File: src/asc_cfg.svh
// constants of the setup and configuration register bank
// assumes an 8-bit register address and 24-bit register data
//
// Notes on behaviour
// - each gain word is 24-bit read/write, loaded at power-on with a per-part trim.
// - gain word is replaced by a system full-scale calibration or a host write.
// - each offset word is 24-bit read/write and powers on at 0x800000.
// - offset word is replaced by internal/system zero-scale calibration or a host write.
// - conversion mode register at 0x01 picks mode, calibration and clock source.
// - reference source is chosen per setup, not in the conversion mode register.
// - interface mode register at 0x02 holds readback options, resets to 0x0000.
// - eight setups exist; any number of slots may share one setup.
// - top bit of each channel slot register enables that slot's input pair.
// - sequencer visits enabled slots in ascending order, then wraps to lowest.
// - setup config 0 at 0x20 resets to 0x1000 with polarity, buffers, burnout, reference.
// - bipolar gives offset binary with negative inputs; unipolar gives straight binary.
// - reference select sits in bits 5:4 and defaults to the primary external pair.
// - each channel slot register has a setup select choosing one of eight setups.
`ifndef ASC_CFG_SVH
`define ASC_CFG_SVH

// ==========================================================
// register addresses
`define ASC_ADDR_MODE 8'h01
`define ASC_ADDR_SERIAL_INTERFACE_MODE_REG 8'h02
`define ASC_ADDR_SLOT0 8'h10
`define ASC_ADDR_SETUP0 8'h20
`define ASC_ADDR_FILT0 8'h28
`define ASC_ADDR_OFFSET_COEFF_REG0 8'h30
`define ASC_ADDR_GAIN_COEFF_REG0 8'h38

// ==========================================================
// reset values and writable-bit masks
`define ASC_MODE_RST 16'h2000
`define ASC_MODE_MASK 16'h677C
`define ASC_SERIAL_INTERFACE_MODE_REG_RST 16'h0000
`define ASC_SERIAL_INTERFACE_MODE_REG_MASK 16'h19ED
`define ASC_SETUP_RST 16'h1000
`define ASC_SETUP_MASK 16'h1FB0
`define ASC_FILT_RST 16'h0500
`define ASC_FILT_MASK 16'h8F7F
`define ASC_SLOT0_RST 16'h8001
`define ASC_SLOT_RST 16'h0001
`define ASC_SLOT_MASK 16'hF3FF
`define ASC_OFFSET_RST 24'h800000
`define ASC_CODE_MSB 24'h800000

// ==========================================================
// field positions
`define ASC_MODE_LSB 4
`define ASC_CLKSEL_LSB 2
`define ASC_SLOT_EN_BIT 15
`define ASC_SLOT_SETUP_LSB 12
`define ASC_SETUP_POL_BIT 12
`define ASC_SETUP_BUF_LSB 8
`define ASC_SETUP_REF_LSB 4

`endif

File: src/asc_pkg.sv
// types shared by the register bank modules
// assumes asc_cfg.svh supplies the numeric constants
package asc_pkg;

  typedef enum logic [2:0] {
    ASC_CONTINUOUS = 3'b000,
    ASC_SINGLE = 3'b001,
    ASC_STANDBY = 3'b010,
    ASC_POWER_DOWN = 3'b011,
    ASC_INT_OFFSET_CAL = 3'b100,
    ASC_SYS_OFFSET_CAL = 3'b110,
    ASC_SYS_GAIN_CAL = 3'b111
  } asc_conv_mode_t;

  typedef logic [15:0] asc_word_t;
  typedef logic [23:0] asc_coef_t;

endpackage : asc_pkg

File: src/asc_seq_if.sv
// slot sequencer carrier between the bank and its sequencer
// assumes one clock shared by both ends
`timescale 1ns/1ps
`default_nettype none
interface asc_seq_if;
  logic [7:0] en;
  logic step;
  logic [2:0] slot;
  modport ctl (output en, output step, input slot);
  modport seq (input en, input step, output slot);
endinterface : asc_seq_if
`default_nettype wire

File: src/asc_slot_seq.sv
// channel slot sequencer: steps through enabled slots
// assumes step is a one-cycle pulse on ref_clk
`timescale 1ns/1ps
`default_nettype none
module asc_slot_seq (
  input wire logic ref_clk,
  input wire logic reset,
  asc_seq_if.seq sif
);

  logic [2:0] slot_r;
  logic [2:0] slot_nxt;

  // next enabled slot above cur, else lowest enabled
  function automatic logic [2:0] asc_next_slot(input logic [7:0] en, input logic [2:0] cur);
    logic [2:0] res;
    logic found;
    res = cur;
    found = 1'b0;
    for (int i = 7; i >= 0; i--) begin
      if (en[i] && (3'(i) > cur)) begin
        res = 3'(i);
        found = 1'b1;
      end
    end
    if (!found) begin
      for (int i = 7; i >= 0; i--) begin
        if (en[i]) begin
          res = 3'(i);
        end
      end
    end
    return res;
  endfunction : asc_next_slot

  always_comb begin
    slot_nxt = asc_next_slot(sif.en, slot_r);
  end

  // ==========================================================
  // slot pointer
  always_ff @(posedge ref_clk or posedge reset) begin
    if (reset) begin
      slot_r <= 3'h0;
    end else if (sif.step && (sif.en != 8'h00)) begin
      slot_r <= slot_nxt;
    end
  end

  assign sif.slot = slot_r;

  // ==========================================================
  // checks
  property p_seq_ascend;
    @(posedge ref_clk) disable iff (reset)
    sif.step && (sif.en != 8'h00) |=> sif.en[slot_r] &&
      ((slot_r > $past(slot_r)) || ((sif.en >> $past(slot_r)) & 8'hFE) == 8'h00 ||
      $changed(sif.en));
  endproperty
  a_seq_ascend: assert property (p_seq_ascend) else $error("slot did not advance upward");

  property p_seq_wrap;
    @(posedge ref_clk) disable iff (reset)
    sif.step && (sif.en == 8'h81) && (slot_r == 3'h7) |=> slot_r == 3'h0;
  endproperty
  a_seq_wrap: assert property (p_seq_wrap) else $error("sequencer failed to wrap");

  c_seq_wrap: cover property (@(posedge ref_clk) disable iff (reset)
    sif.step && (slot_nxt < slot_r));

endmodule : asc_slot_seq
`default_nettype wire

File: src/asc_coef_mem.sv
// coefficient store: offsets in words 0-7, gains in words 8-15
// assumes one write port and a registered read with bypass data
`timescale 1ns/1ps
`default_nettype none
`include "asc_cfg.svh"
module asc_coef_mem
  import asc_pkg::*;
#(
  parameter asc_coef_t GAIN_TRIM = 24'h555550
) (
  input wire logic ref_clk,
  input wire logic reset,
  input wire logic we,
  input wire logic [3:0] wa,
  input wire asc_coef_t wd,
  input wire logic [3:0] ra,
  input wire logic rd_mem,
  input wire asc_coef_t alt,
  output asc_coef_t q
);

  asc_coef_t mem [16];

  // ==========================================================
  // storage words
  for (genvar g = 0; g < 16; g++) begin : g_word
    always_ff @(posedge ref_clk or posedge reset) begin
      if (reset) begin
        mem[g] <= (g < 8) ? `ASC_OFFSET_RST : GAIN_TRIM;
      end else if (we && (wa == 4'(g))) begin
        mem[g] <= wd;
      end
    end
  end

  // read data leave from this register for every address
  always_ff @(posedge ref_clk or posedge reset) begin
    if (reset) begin
      q <= 24'h000000;
    end else begin
      q <= rd_mem ? mem[ra] : alt;
    end
  end

  // ==========================================================
  // checks
  property p_offset_rst;
    @(posedge ref_clk) disable iff (reset)
    $fell(reset) |-> (mem[0] == `ASC_OFFSET_RST) && (mem[7] == `ASC_OFFSET_RST);
  endproperty
  a_offset_rst: assert property (p_offset_rst) else $error("offset power-on value wrong");

  property p_gain_rst;
    @(posedge ref_clk) disable iff (reset)
    $fell(reset) |-> (mem[8] == GAIN_TRIM) && (mem[15] == GAIN_TRIM);
  endproperty
  a_gain_rst: assert property (p_gain_rst) else $error("gain trim not loaded");

endmodule : asc_coef_mem
`default_nettype wire

File: src/asc_reg_bank.sv
// setup and configuration register bank of the converter
// assumes a same-clock register port, calibration and conversion pulses on ref_clk
//
// The address-and-strobe port was chosen for this implementation.
`timescale 1ns/1ps
`default_nettype none
`include "asc_cfg.svh"
module asc_reg_bank
  import asc_pkg::*;
#(
  parameter asc_coef_t GAIN_TRIM = 24'h555550
) (
  input wire logic ref_clk,
  input wire logic reset,
  input wire logic [7:0] addr,
  input wire logic [23:0] wr_data,
  input wire logic wr_stb,
  input wire logic rd_stb,
  output logic [23:0] rd_data,
  input wire logic cal_done,
  input wire logic [23:0] cal_value,
  input wire logic conv_done,
  input wire logic raw_valid,
  input wire logic [23:0] raw_sample,
  output logic [2:0] conv_mode,
  output logic [1:0] master_clock_source,
  output logic [15:0] serial_interface_mode,
  output logic [2:0] cur_slot,
  output logic cur_slot_valid,
  output logic [2:0] cur_setup,
  output logic [9:0] cur_input_pair,
  output logic cur_bipolar,
  output logic [3:0] cur_buffer_en,
  output logic [1:0] cur_reference_source,
  output logic [15:0] cur_filter_cfg,
  output logic code_valid,
  output logic [23:0] code_out
);

  // ==========================================================
  // storage
  asc_word_t conversion_mode_reg;
  asc_word_t serial_interface_mode_reg;
  asc_word_t channel_slot_reg [8];
  asc_word_t setup_config_reg [8];
  asc_word_t filter_config_reg [8];

  asc_conv_mode_t mode_now;
  logic cal_fire;
  logic cal_gain;
  logic mem_we;
  logic [3:0] mem_wa;
  asc_coef_t mem_wd;
  logic [23:0] rd_alt;
  logic [7:0] slot_en;
  logic [2:0] slot_setup_select;

  asc_seq_if sif ();

  // ==========================================================
  // decode helpers; asc_is_coef serves the write and read paths, asc_in_group the read mux and the checks
  function automatic logic asc_is_coef(input logic [7:0] a);
    return a[7:4] == 4'h3;
  endfunction : asc_is_coef

  function automatic logic asc_in_group(input logic [7:0] a, input logic [7:0] base);
    return a[7:3] == base[7:3];
  endfunction : asc_in_group

  assign mode_now = asc_conv_mode_t'(conversion_mode_reg[`ASC_MODE_LSB +: 3]);

  // calibration results only land while a calibration mode is selected
  assign cal_gain = (mode_now == ASC_SYS_GAIN_CAL);
  assign cal_fire = cal_done && ((mode_now == ASC_INT_OFFSET_CAL) ||
    (mode_now == ASC_SYS_OFFSET_CAL) || cal_gain);

  // ==========================================================
  // coefficient write port; calibration beats a host write in the same cycle
  always_comb begin
    mem_we = 1'b0;
    mem_wa = 4'h0;
    mem_wd = wr_data;
    if (cal_fire) begin
      mem_we = 1'b1;
      mem_wa = {cal_gain, cur_setup};
      mem_wd = cal_value;
    end else if (wr_stb && asc_is_coef(addr)) begin
      mem_we = 1'b1;
      mem_wa = addr[3:0];
    end
  end

  // ==========================================================
  // conversion mode register
  always_ff @(posedge ref_clk or posedge reset) begin
    if (reset) begin
      conversion_mode_reg <= `ASC_MODE_RST;
    end else if (cal_fire) begin
      // a finished calibration parks the converter in standby
      conversion_mode_reg[`ASC_MODE_LSB +: 3] <= ASC_STANDBY;
    end else if (wr_stb && (addr == `ASC_ADDR_MODE)) begin
      conversion_mode_reg <= wr_data[15:0] & `ASC_MODE_MASK;
    end
  end

  // ==========================================================
  // interface mode register
  always_ff @(posedge ref_clk or posedge reset) begin
    if (reset) begin
      serial_interface_mode_reg <= `ASC_SERIAL_INTERFACE_MODE_REG_RST;
    end else if (wr_stb && (addr == `ASC_ADDR_SERIAL_INTERFACE_MODE_REG)) begin
      serial_interface_mode_reg <= wr_data[15:0] & `ASC_SERIAL_INTERFACE_MODE_REG_MASK;
    end
  end

  // ==========================================================
  // per-setup and per-slot registers
  for (genvar g = 0; g < 8; g++) begin : g_setup
    always_ff @(posedge ref_clk or posedge reset) begin
      if (reset) begin
        setup_config_reg[g] <= `ASC_SETUP_RST;
        filter_config_reg[g] <= `ASC_FILT_RST;
        channel_slot_reg[g] <= (g == 0) ? `ASC_SLOT0_RST : `ASC_SLOT_RST;
      end else if (wr_stb) begin
        if (addr == (`ASC_ADDR_SETUP0 + 8'(g))) begin
          setup_config_reg[g] <= wr_data[15:0] & `ASC_SETUP_MASK;
        end
        if (addr == (`ASC_ADDR_FILT0 + 8'(g))) begin
          filter_config_reg[g] <= wr_data[15:0] & `ASC_FILT_MASK;
        end
        if (addr == (`ASC_ADDR_SLOT0 + 8'(g))) begin
          channel_slot_reg[g] <= wr_data[15:0] & `ASC_SLOT_MASK;
        end
      end
    end
    assign slot_en[g] = channel_slot_reg[g][`ASC_SLOT_EN_BIT];
  end

  // ==========================================================
  // read mux for the non-coefficient registers; unmapped reads give zero
  always_comb begin
    rd_alt = 24'h000000;
    if (addr == `ASC_ADDR_MODE) begin
      rd_alt = {8'h00, conversion_mode_reg};
    end else if (addr == `ASC_ADDR_SERIAL_INTERFACE_MODE_REG) begin
      rd_alt = {8'h00, serial_interface_mode_reg};
    end else if (asc_in_group(addr, `ASC_ADDR_SLOT0)) begin
      rd_alt = {8'h00, channel_slot_reg[addr[2:0]]};
    end else if (asc_in_group(addr, `ASC_ADDR_SETUP0)) begin
      rd_alt = {8'h00, setup_config_reg[addr[2:0]]};
    end else if (asc_in_group(addr, `ASC_ADDR_FILT0)) begin
      rd_alt = {8'h00, filter_config_reg[addr[2:0]]};
    end
  end

  asc_coef_mem #(
    .GAIN_TRIM(GAIN_TRIM)
  ) u_coef (
    .ref_clk(ref_clk),
    .reset(reset),
    .we(mem_we),
    .wa(mem_wa),
    .wd(mem_wd),
    .ra(addr[3:0]),
    .rd_mem(rd_stb && asc_is_coef(addr)),
    .alt(rd_alt),
    .q(rd_data)
  );

  // ==========================================================
  // slot sequencer; only running conversions move it
  assign sif.en = slot_en;
  assign sif.step = conv_done && ((mode_now == ASC_CONTINUOUS) || (mode_now == ASC_SINGLE));

  asc_slot_seq u_seq (
    .ref_clk(ref_clk),
    .reset(reset),
    .sif(sif)
  );

  // any slot may point at any setup, so sharing is free
  assign slot_setup_select = channel_slot_reg[sif.slot][`ASC_SLOT_SETUP_LSB +: 3];

  // ==========================================================
  // settings of the slot under conversion, registered for the datapath
  always_ff @(posedge ref_clk or posedge reset) begin
    if (reset) begin
      cur_slot <= 3'h0;
      cur_slot_valid <= 1'b0;
      cur_setup <= 3'h0;
      cur_input_pair <= 10'h000;
      cur_bipolar <= 1'b0;
      cur_buffer_en <= 4'h0;
      cur_reference_source <= 2'h0;
      cur_filter_cfg <= 16'h0000;
    end else begin
      cur_slot <= sif.slot;
      cur_slot_valid <= slot_en[sif.slot];
      cur_setup <= slot_setup_select;
      cur_input_pair <= channel_slot_reg[sif.slot][9:0];
      cur_bipolar <= setup_config_reg[slot_setup_select][`ASC_SETUP_POL_BIT];
      cur_buffer_en <= setup_config_reg[slot_setup_select][`ASC_SETUP_BUF_LSB +: 4];
      cur_reference_source <= setup_config_reg[slot_setup_select][`ASC_SETUP_REF_LSB +: 2];
      cur_filter_cfg <= filter_config_reg[slot_setup_select];
    end
  end

  // ==========================================================
  // mode outputs
  always_ff @(posedge ref_clk or posedge reset) begin
    if (reset) begin
      conv_mode <= 3'h0;
      master_clock_source <= 2'h0;
      serial_interface_mode <= 16'h0000;
    end else begin
      conv_mode <= conversion_mode_reg[`ASC_MODE_LSB +: 3];
      master_clock_source <= conversion_mode_reg[`ASC_CLKSEL_LSB +: 2];
      serial_interface_mode <= serial_interface_mode_reg;
    end
  end

  // ==========================================================
  // output coding: raw is two's complement; unipolar cannot show negatives
  always_ff @(posedge ref_clk or posedge reset) begin
    if (reset) begin
      code_valid <= 1'b0;
      code_out <= 24'h000000;
    end else begin
      code_valid <= raw_valid;
      if (raw_valid) begin
        if (cur_bipolar) begin
          code_out <= raw_sample ^ `ASC_CODE_MSB;
        end else begin
          code_out <= raw_sample[23] ? 24'h000000 : raw_sample;
        end
      end
    end
  end

  // ==========================================================
  // checks
  property p_gain_host_wr;
    @(posedge ref_clk) disable iff (reset)
    (wr_stb && asc_in_group(addr, `ASC_ADDR_GAIN_COEFF_REG0) && !cal_fire)
      ##1 (rd_stb && (addr == $past(addr)) && !cal_fire) |=> rd_data == $past(wr_data, 2);
  endproperty
  a_gain_host_wr: assert property (p_gain_host_wr) else $error("gain write not read back");

  property p_offset_cal;
    @(posedge ref_clk) disable iff (reset)
    cal_done && ((mode_now == ASC_INT_OFFSET_CAL) || (mode_now == ASC_SYS_OFFSET_CAL))
      |-> mem_we && (mem_wa == {1'b0, cur_setup}) && (mem_wd == cal_value);
  endproperty
  a_offset_cal: assert property (p_offset_cal) else $error("zero-scale result not stored");

  property p_gain_cal;
    @(posedge ref_clk) disable iff (reset)
    // register parks one edge later, the mode output one more
    cal_done && cal_gain |-> mem_we && mem_wa[3] ##2 (conv_mode == ASC_STANDBY);
  endproperty
  a_gain_cal: assert property (p_gain_cal) else $error("full-scale result not stored");

  property p_mode_wr;
    @(posedge ref_clk) disable iff (reset)
    wr_stb && (addr == `ASC_ADDR_MODE) && !cal_fire
      |=> ##1 conv_mode == $past(wr_data[6:4], 2);
  endproperty
  a_mode_wr: assert property (p_mode_wr) else $error("mode output not following write");

  property p_serial_interface_mode_reg_rst;
    @(posedge ref_clk) disable iff (reset)
    $fell(reset) |-> (serial_interface_mode_reg == 16'h0000) ##1 (serial_interface_mode == 16'h0000);
  endproperty
  a_serial_interface_mode_reg_rst: assert property (p_serial_interface_mode_reg_rst) else $error("interface mode reset wrong");

  property p_setup0_rst;
    @(posedge ref_clk) disable iff (reset)
    $fell(reset) |-> (setup_config_reg[0] == 16'h1000) && (setup_config_reg[0][5:4] == 2'b00);
  endproperty
  a_setup0_rst: assert property (p_setup0_rst) else $error("setup 0 reset wrong");

  property p_reserved;
    @(posedge ref_clk) disable iff (reset)
    wr_stb && asc_in_group(addr, `ASC_ADDR_SETUP0) |=>
      (setup_config_reg[$past(addr[2:0])] & ~`ASC_SETUP_MASK) == 16'h0000;
  endproperty
  a_reserved: assert property (p_reserved) else $error("reserved setup bits stored");

  property p_cur_setup;
    @(posedge ref_clk) disable iff (reset)
    // outputs still in reset on the release edge
    !$past(reset) |=> (cur_setup == $past(slot_setup_select)) &&
      (cur_slot_valid == $past(slot_en[sif.slot]));
  endproperty
  a_cur_setup: assert property (p_cur_setup) else $error("slot setup mapping wrong");

  property p_bipolar_code;
    @(posedge ref_clk) disable iff (reset)
    raw_valid && cur_bipolar |=> code_valid && (code_out == ($past(raw_sample) ^ 24'h800000));
  endproperty
  a_bipolar_code: assert property (p_bipolar_code) else $error("offset binary coding wrong");

  c_offset_cal: cover property (@(posedge ref_clk) disable iff (reset)
    cal_fire && !cal_gain);
  c_gain_rw: cover property (@(posedge ref_clk) disable iff (reset)
    (wr_stb && asc_in_group(addr, `ASC_ADDR_GAIN_COEFF_REG0)) ##1 rd_stb);
  c_shared_setup: cover property (@(posedge ref_clk) disable iff (reset)
    sif.step && (slot_en[1:0] == 2'b11) &&
    (channel_slot_reg[0][14:12] == channel_slot_reg[1][14:12]));

endmodule : asc_reg_bank
`default_nettype wire

File: config.mk
export PLATFORM = sky130hd
export DESIGN_NAME = asc_reg_bank
export DESIGN_NICKNAME = d
export VERILOG_FILES = /design/src/asc_pkg.sv /design/src/asc_seq_if.sv /design/src/asc_slot_seq.sv /design/src/asc_coef_mem.sv /design/src/asc_reg_bank.sv
export VERILOG_INCLUDE_DIRS = /design/src
export SDC_FILE = /design/constraint.sdc
export NUM_CORES = 2
export LEC_CHECK = 0
export BUFFER_PORTS_ARGS = -buffer_cell sky130_fd_sc_hd__buf_2
export CORE_UTILIZATION = 50
export DETAILED_ROUTE_END_ITERATION = 16
export GPL_TIMING_DRIVEN = 0
export PLACE_DENSITY = 0.67
export REMOVE_ABC_BUFFERS = 1
export SYNTH_ARGS = -nofsm -noshare
export SYNTH_HDL_FRONTEND = slang
export SYNTH_HIERARCHICAL = 1
export SYNTH_SLANG_ARGS = --single-unit
export TNS_END_PERCENT = 1
File: constraint.sdc
create_clock -name ref_clk -period 35.4 [get_ports ref_clk]
set_input_delay 7.08 -clock ref_clk [delete_from_list [all_inputs] [get_ports ref_clk]]
set_output_delay 7.08 -clock ref_clk [all_outputs]
set_load 0.03 [all_outputs]
Yosys cells after proc, flatten, opt, wreduce, memory -nomap -nowiden --
Cells that the tools add are included.
Word-level totals: flip-flop bits (word level) 781, bits of input ports 87, logic and storage cells 252
Operators by class: $lt $le $gt $ge 13, equality and inequality tests 49, mux-type cells 63, bitwise operators 6, reductions and logical operators 63
Operators by type and width (number):
- 16-bit binary-select mux with 3-bit select | 6
- 16-bit 2-to-1 mux | 13
- 8-bit by 6-bit equality test with 1-bit output (second input constant) | 16
- 24-bit 2-to-1 mux | 5
- 24-bit binary-select mux with 4-bit select | 1
- 8-bit by 5-bit equality test with 1-bit output (second input constant) | 8
- 3-bit 2-to-1 mux | 18
- 2-bit AND reduction | 25
- 4-bit equality test (second input constant) | 8
- 1-bit logical AND | 31
- 15-bit 2-to-1 mux | 2
- 13-bit 2-to-1 mux | 2
- 23-bit 2-to-1 mux | 1
- 4-bit by 3-bit equality test with 1-bit output (second input constant) | 4
- 4-bit by 2-bit equality test with 1-bit output (second input constant) | 3
- 4-bit >= comparator (second input constant) | 3
- 3-bit > comparator (first input constant) | 4
- 3-bit inverter with 4-bit output | 3
- 1-bit 2-to-1 mux | 11
- 5-bit by 3-bit equality test with 1-bit output (second input constant) | 2
- 3-bit equality test (second input constant) | 3
- 8-bit by 1-bit equality test with 1-bit output (second input constant) | 1
- 8-bit by 2-bit equality test with 1-bit output (second input constant) | 1
- 4-bit 2-to-1 mux | 2
- 16 further kinds | 21

Longest topological paths before layout --
word-level depth 19, mapped depth 11, mapped depth without buffers 7

Cells and area by module --
Netlist, hierarchy kept.
By module, submodules not included:
- asc_coef_mem | instances 1, cells an instance 1113, area an instance 18137.4 sq um, sequential area each 10319.9 sq um
- asc_reg_bank | instances 1, cells an instance 1333, area an instance 18126.1 sq um, sequential area each 9201.3 sq um
- asc_slot_seq | instances 1, cells an instance 60, area an instance 473.0 sq um, sequential area each 75.1 sq um

Least setup slack after synthesis --
No wires, ideal clock.
path type input port to flip-flop, from input port addr[2], to register u_coef/mem[72] in the netlist's numbering, arrival time 9.498 ns, required time 35.272 ns, setup slack 25.774 ns, cell stages on the path 10, buffers on the path 5, cells stage by stage buf_2 -> buf_2 -> buf_1 -> nand2_1 -> o21ai_0 -> nand3_1 -> or3_1 -> clkbuf_1 -> buf_2 -> mux2_1
On the way: word-level cells in the longest chain between the ends 4
RTL lines:
- start: declaration | RTL line asc_reg_bank.sv:15 | input wire logic [7:0] addr,
- 4-bit 2-to-1 mux | RTL line asc_reg_bank.sv:87 | end else if (wr_stb && asc_is_coef(addr)) begin
- 4-bit 2-to-1 mux | RTL line asc_reg_bank.sv:83 | if (cal_fire) begin
- named net mem_wa[2] | RTL line asc_reg_bank.sv:52 | logic [3:0] mem_wa;
- 4-bit equality test | RTL line asc_coef_mem.sv:30 | end else if (we && (wa == 4'(g))) begin
- 1-bit logical AND | RTL line asc_coef_mem.sv:30
- end signal: indexed assignment | RTL line asc_coef_mem.sv:29 | mem[g] <= (g < 8) ? `ASC_OFFSET_RST : GAIN_TRIM;
- end signal: indexed assignment | RTL line asc_coef_mem.sv:31 | mem[g] <= wd;
- end: declaration | RTL line asc_coef_mem.sv:22 | asc_coef_t mem [16];
The timed path passes the listed nets, and every way through them passes these cells. A chain may end at the register's enable or synchronous reset.

Worst setup path after layout --
from input port addr[1], to register u_coef.q[7]
On the way: word-level cells in the longest chain between the ends 10
RTL lines:
- 3-bit inverter with 4-bit output (implied by the code) | RTL line asc_reg_bank.sv:148, asc_reg_bank.sv:150, asc_reg_bank.sv:152
- 16-bit binary-select mux with 3-bit select | RTL line asc_reg_bank.sv:152 | rd_alt = {8'h00, filter_config_reg[addr[2:0]]};
- 16-bit 2-to-1 mux (implied by the code) (2 in a row) | RTL line asc_reg_bank.sv:152
- 16-bit 2-to-1 mux | RTL line asc_reg_bank.sv:151 | end else if (asc_in_group(addr, `ASC_ADDR_FILT0)) begin
- 16-bit 2-to-1 mux | RTL line asc_reg_bank.sv:149 | end else if (asc_in_group(addr, `ASC_ADDR_SETUP0)) begin
- 16-bit 2-to-1 mux | RTL line asc_reg_bank.sv:147 | end else if (asc_in_group(addr, `ASC_ADDR_SLOT0)) begin
- 16-bit 2-to-1 mux | RTL line asc_reg_bank.sv:145 | end else if (addr == `ASC_ADDR_SERIAL_INTERFACE_MODE_REG) begin
- 16-bit 2-to-1 mux (*) | RTL line asc_reg_bank.sv:143 | if (addr == `ASC_ADDR_MODE) begin
- named net rd_alt[7] | RTL line asc_reg_bank.sv:54 | logic [23:0] rd_alt;
- 24-bit 2-to-1 mux (*) | RTL line asc_coef_mem.sv:41 | q <= rd_mem ? mem[ra] : alt;
- end signal: assignment | RTL line asc_coef_mem.sv:41
- end: declaration | RTL line asc_coef_mem.sv:19 | output asc_coef_t q
The timed path passes the listed nets; every way through them passes the cells marked *. The select of a mux whose other input is x is not followed.

==> out/qor.csv <==
stage;metric;value;unit
synthesis;Synth Cell Area;36700;µm²
synthesis;register area share after synthesis;53.3;%
clocking;worst-case clock buffer depth;3;
clocking;clock slew at reported path FFs;0.06;ns
run_status;outcome;completed;
critical_path;Worst EP required;35.85;ns
worst_hold_path;Hold Crit Start;serial_interface_mode_reg[6];
timing;setup TNS;0;ns
timing;Final Skew;0.0173;ns
timing;Max-slew headroom;15.5;%
global_routing;initial antenna violation count;10;
synthesis;Yosys reg bits;777;
timing;Final Cycle Share;28.6;%
clocking;hold_buf cts;0;
critical_path;internal reg-to-reg setup slack;31.44;ns
power_and_ir_drop;Pwr Density;52.6;nW/µm²
global_routing;global-route wire length before repair;147;mm
critical_path;crit path capture type;flop;
timing;Final Max Slew Viols;0;
placement;worst slack at placement;24.76;ns
worst_hold_path;hold path depth;0;
global_routing;Global Route Usage Sum;26.3;%
detailed_routing;Post-Route WL;96.1;mm
critical_path;Worst R2R Path Depth;7;
clocking;clk_lat worst skew;0.63;ns
floorplanning;Die Area;74600;µm²
synthesis;Synth Instances;2506;
worst_hold_path;worst min path class;flop to flop;
global_routing;Overflow after GRT;0;
critical_path;Reg-to-Reg Start;conversion_mode_reg[6];
clocking;H-Tree Level Count;3;
cells_and_area;Nets;2693;
timing;fmax;98.7;MHz
detailed_routing;Vias per Instance;6.14;
floorplanning;DIE WIDTH;273;µm
placement;HPWL Detailed;58.7;mm
power_and_ir_drop;peak supply drop;0.0422;mV
global_routing;pin count of the biggest net entering global routing;146;
cells_and_area;leading cell type in the layout, fill and taps excluded;dfrtp_1;
power_and_ir_drop;Leakage;19.6;nW
cells_and_area;Syn-to-layout area delta;13.1;%
floorplanning;IO Count;197;
critical_path;worst reg2reg endpoint;u_coef/mem[89];
synthesis;yosys warns;6;
detailed_routing;drt pass-1 iters;5;
floorplanning;die height;273;µm
timing;min setup slack post-route;25.27;ns
critical_path;critical path class;input port to flop;
detailed_routing;initial DRC count;1748;
job;max-cap viol count;0;
clocking;root buf cell;clkbuf_16;
placement;port bufs;185;
cells_and_area;max reg flops;384;
timing;RSZ-0062 raised after global routing;no;
synthesis;Syn Area/Cell;14.7;µm²
synthesis;EDFF count, synth;0;
clocking;CTS resizes;0;
cells_and_area;Fillers;5726;
clocking;total CTS buffers;84;
cells_and_area;layout cell share with drive strength beyond 1;50.9;%
detailed_routing;Routed WL per cell;26.4;µm
floorplanning;Initial Util;50.4;%
cells_and_area;most frequent cells in the layout;dfrtp_1 (652), mux2_2 (648), mux4_2 (196);
clocking;CTS sink count;777;
placement;RD Place Congestion;0.849;
synthesis;Most used DFF post-synth;dfrtp_1;
clocking;CTS tree;yes;
detailed_routing;vias;22336;
timing;setup violators final;0;
global_routing;vias in the first global route;23816;
critical_path;worst-path fanout max;63;
detailed_routing;DRC Markers;0;
timing;Hold Violations, Final;0;
critical_path;CP startpoint kind;input port;
floorplanning;row cnt;99;
floorplanning;Core Box Area;72800;µm²
worst_hold_path;hold endpoint;serial_interface_mode[6];
critical_path;critical path arrival;10.58;ns
timing;slew of the pin with the lowest slew margin;1.27;ns
synthesis;Cell variety after synth;67;
synthesis;asr flop ratio synth;100;%
detailed_routing;Final ANT Viol Nets;0;
timing;crit path time final;10.13;ns
clocking;total setup buffers inserted after CTS;0;
==> cell families (layout without fill, tap and decap cells) <==
family          count (synthesis)  count (layout)  share of synthesized area [%]
mux                           986             986                           35.9
flops                         777             777                           53.3
simple gates                  302             302                           3.73
buf+inv                       255             406                           3.31
compound gates                184             184                           3.69
other cells                     1              20                         0.0102
xor+xnor                        1               1                         0.0238
==> cell usage after synthesis (all sizes together) (2+ instances only) <==
cell type	n	area (µm²)
mux2	691	7780
dfrtp	655	16400
mux4	196	4410
nand2	178	668
buf	130	746
dfstp	122	3210
mux2i	99	991
clkbuf	89	334
nor2	52	200
a221oi	44	392
o21ai	41	205
inv	36	135
o22ai	34	213
a32o	21	211
nand3	19	100
a21oi	15	78.8
nand2b	10	62.6
and3	9	61.3
a211oi	5	37.5
and2	5	31.3
nand3b	5	37.5
nor2b	5	31.3
nor3b	4	45.1
a21boi	3	22.5
a21o	3	22.5
and2b	3	25.0
nor3	3	15.0
or3	3	23.8
a222oi	2	20.0
a22o	2	17.5
a22oi	2	20.0
nand4	2	12.5
nor4	2	27.5
o221ai	2	17.5
o31ai	2	20.0
==> layout make-up <==
class | instances | area [µm²] | area share [%]
timing repair buffer | 215 | 1690 | 4.06
tap | 959 | 1200 | 2.89
multi-input combinational | 1492 | 16100 | 38.8
clock inverter | 24 | 223 | 0.536
inverter | 36 | 153 | 0.367
antenna | 1 | 2.50 | 0.00602
sequential | 777 | 19600 | 47.2
clock buffer | 131 | 2550 | 6.15
==> critical path, cell delays in order <==
cell,delay [ns]
buf_8,0.28
buf_16,0.41
buf_16,0.39
nor2b_1,0.66
nand3_1,0.40
nand2_1,0.19
a21oi_1,0.07
a211oi_1,0.23
nor2_1,0.14
a221oi_1,0.58
==> through the flow <==
stage / instance area, µm² / util, % / hold slack [ns] / total power [mW] / instances
after floorplan: 35700 / - / 0.364 / 1.19 / 2305
final: 41600 / 57.0 / 0.400 / 2.18 / 3635
after global routing: 41500 / 57.0 / 0.409 / 2.27 / 3634
after detailed placement: 38800 / 53.2 / 0.387 / 1.32 / 3479
after CTS: 41500 / 57.0 / 0.400 / 2.20 / 3634
after global placement: 37900 / 52.0 / 0.379 / 1.31 / 3449
==> worst max path at each step <==
stage,endpoint,slack (ns),start,cells after the start
after floorplan,u_coef/mem[0],17.11,reset,1
after global placement,u_coef/mem[348],13.60,reset,2
after detailed placement,u_coef/q[7],24.76,addr[1],10
after CTS,u_coef/q[7],25.41,addr[1],10
after global routing,u_coef/q[7],25.25,addr[1],10
final,u_coef/q[7],25.27,addr[1],10
==> where the power goes <==
part / internal (mW) / total (mW) / switching, mW
clock: 0.524 / 0.877 / 0.353
sequential: 0.943 / 0.988 / 0.0442
combinational: 0.131 / 0.320 / 0.189
==> routing by layer <==
layer  track usage (%)  share of wire (%)
met4              7.66                2.8
met5                 0              0.072
met1              36.1                 43
met3              5.28                6.1
met2              42.6                 48
Note: power is estimated with default switching activity, not from simulation.
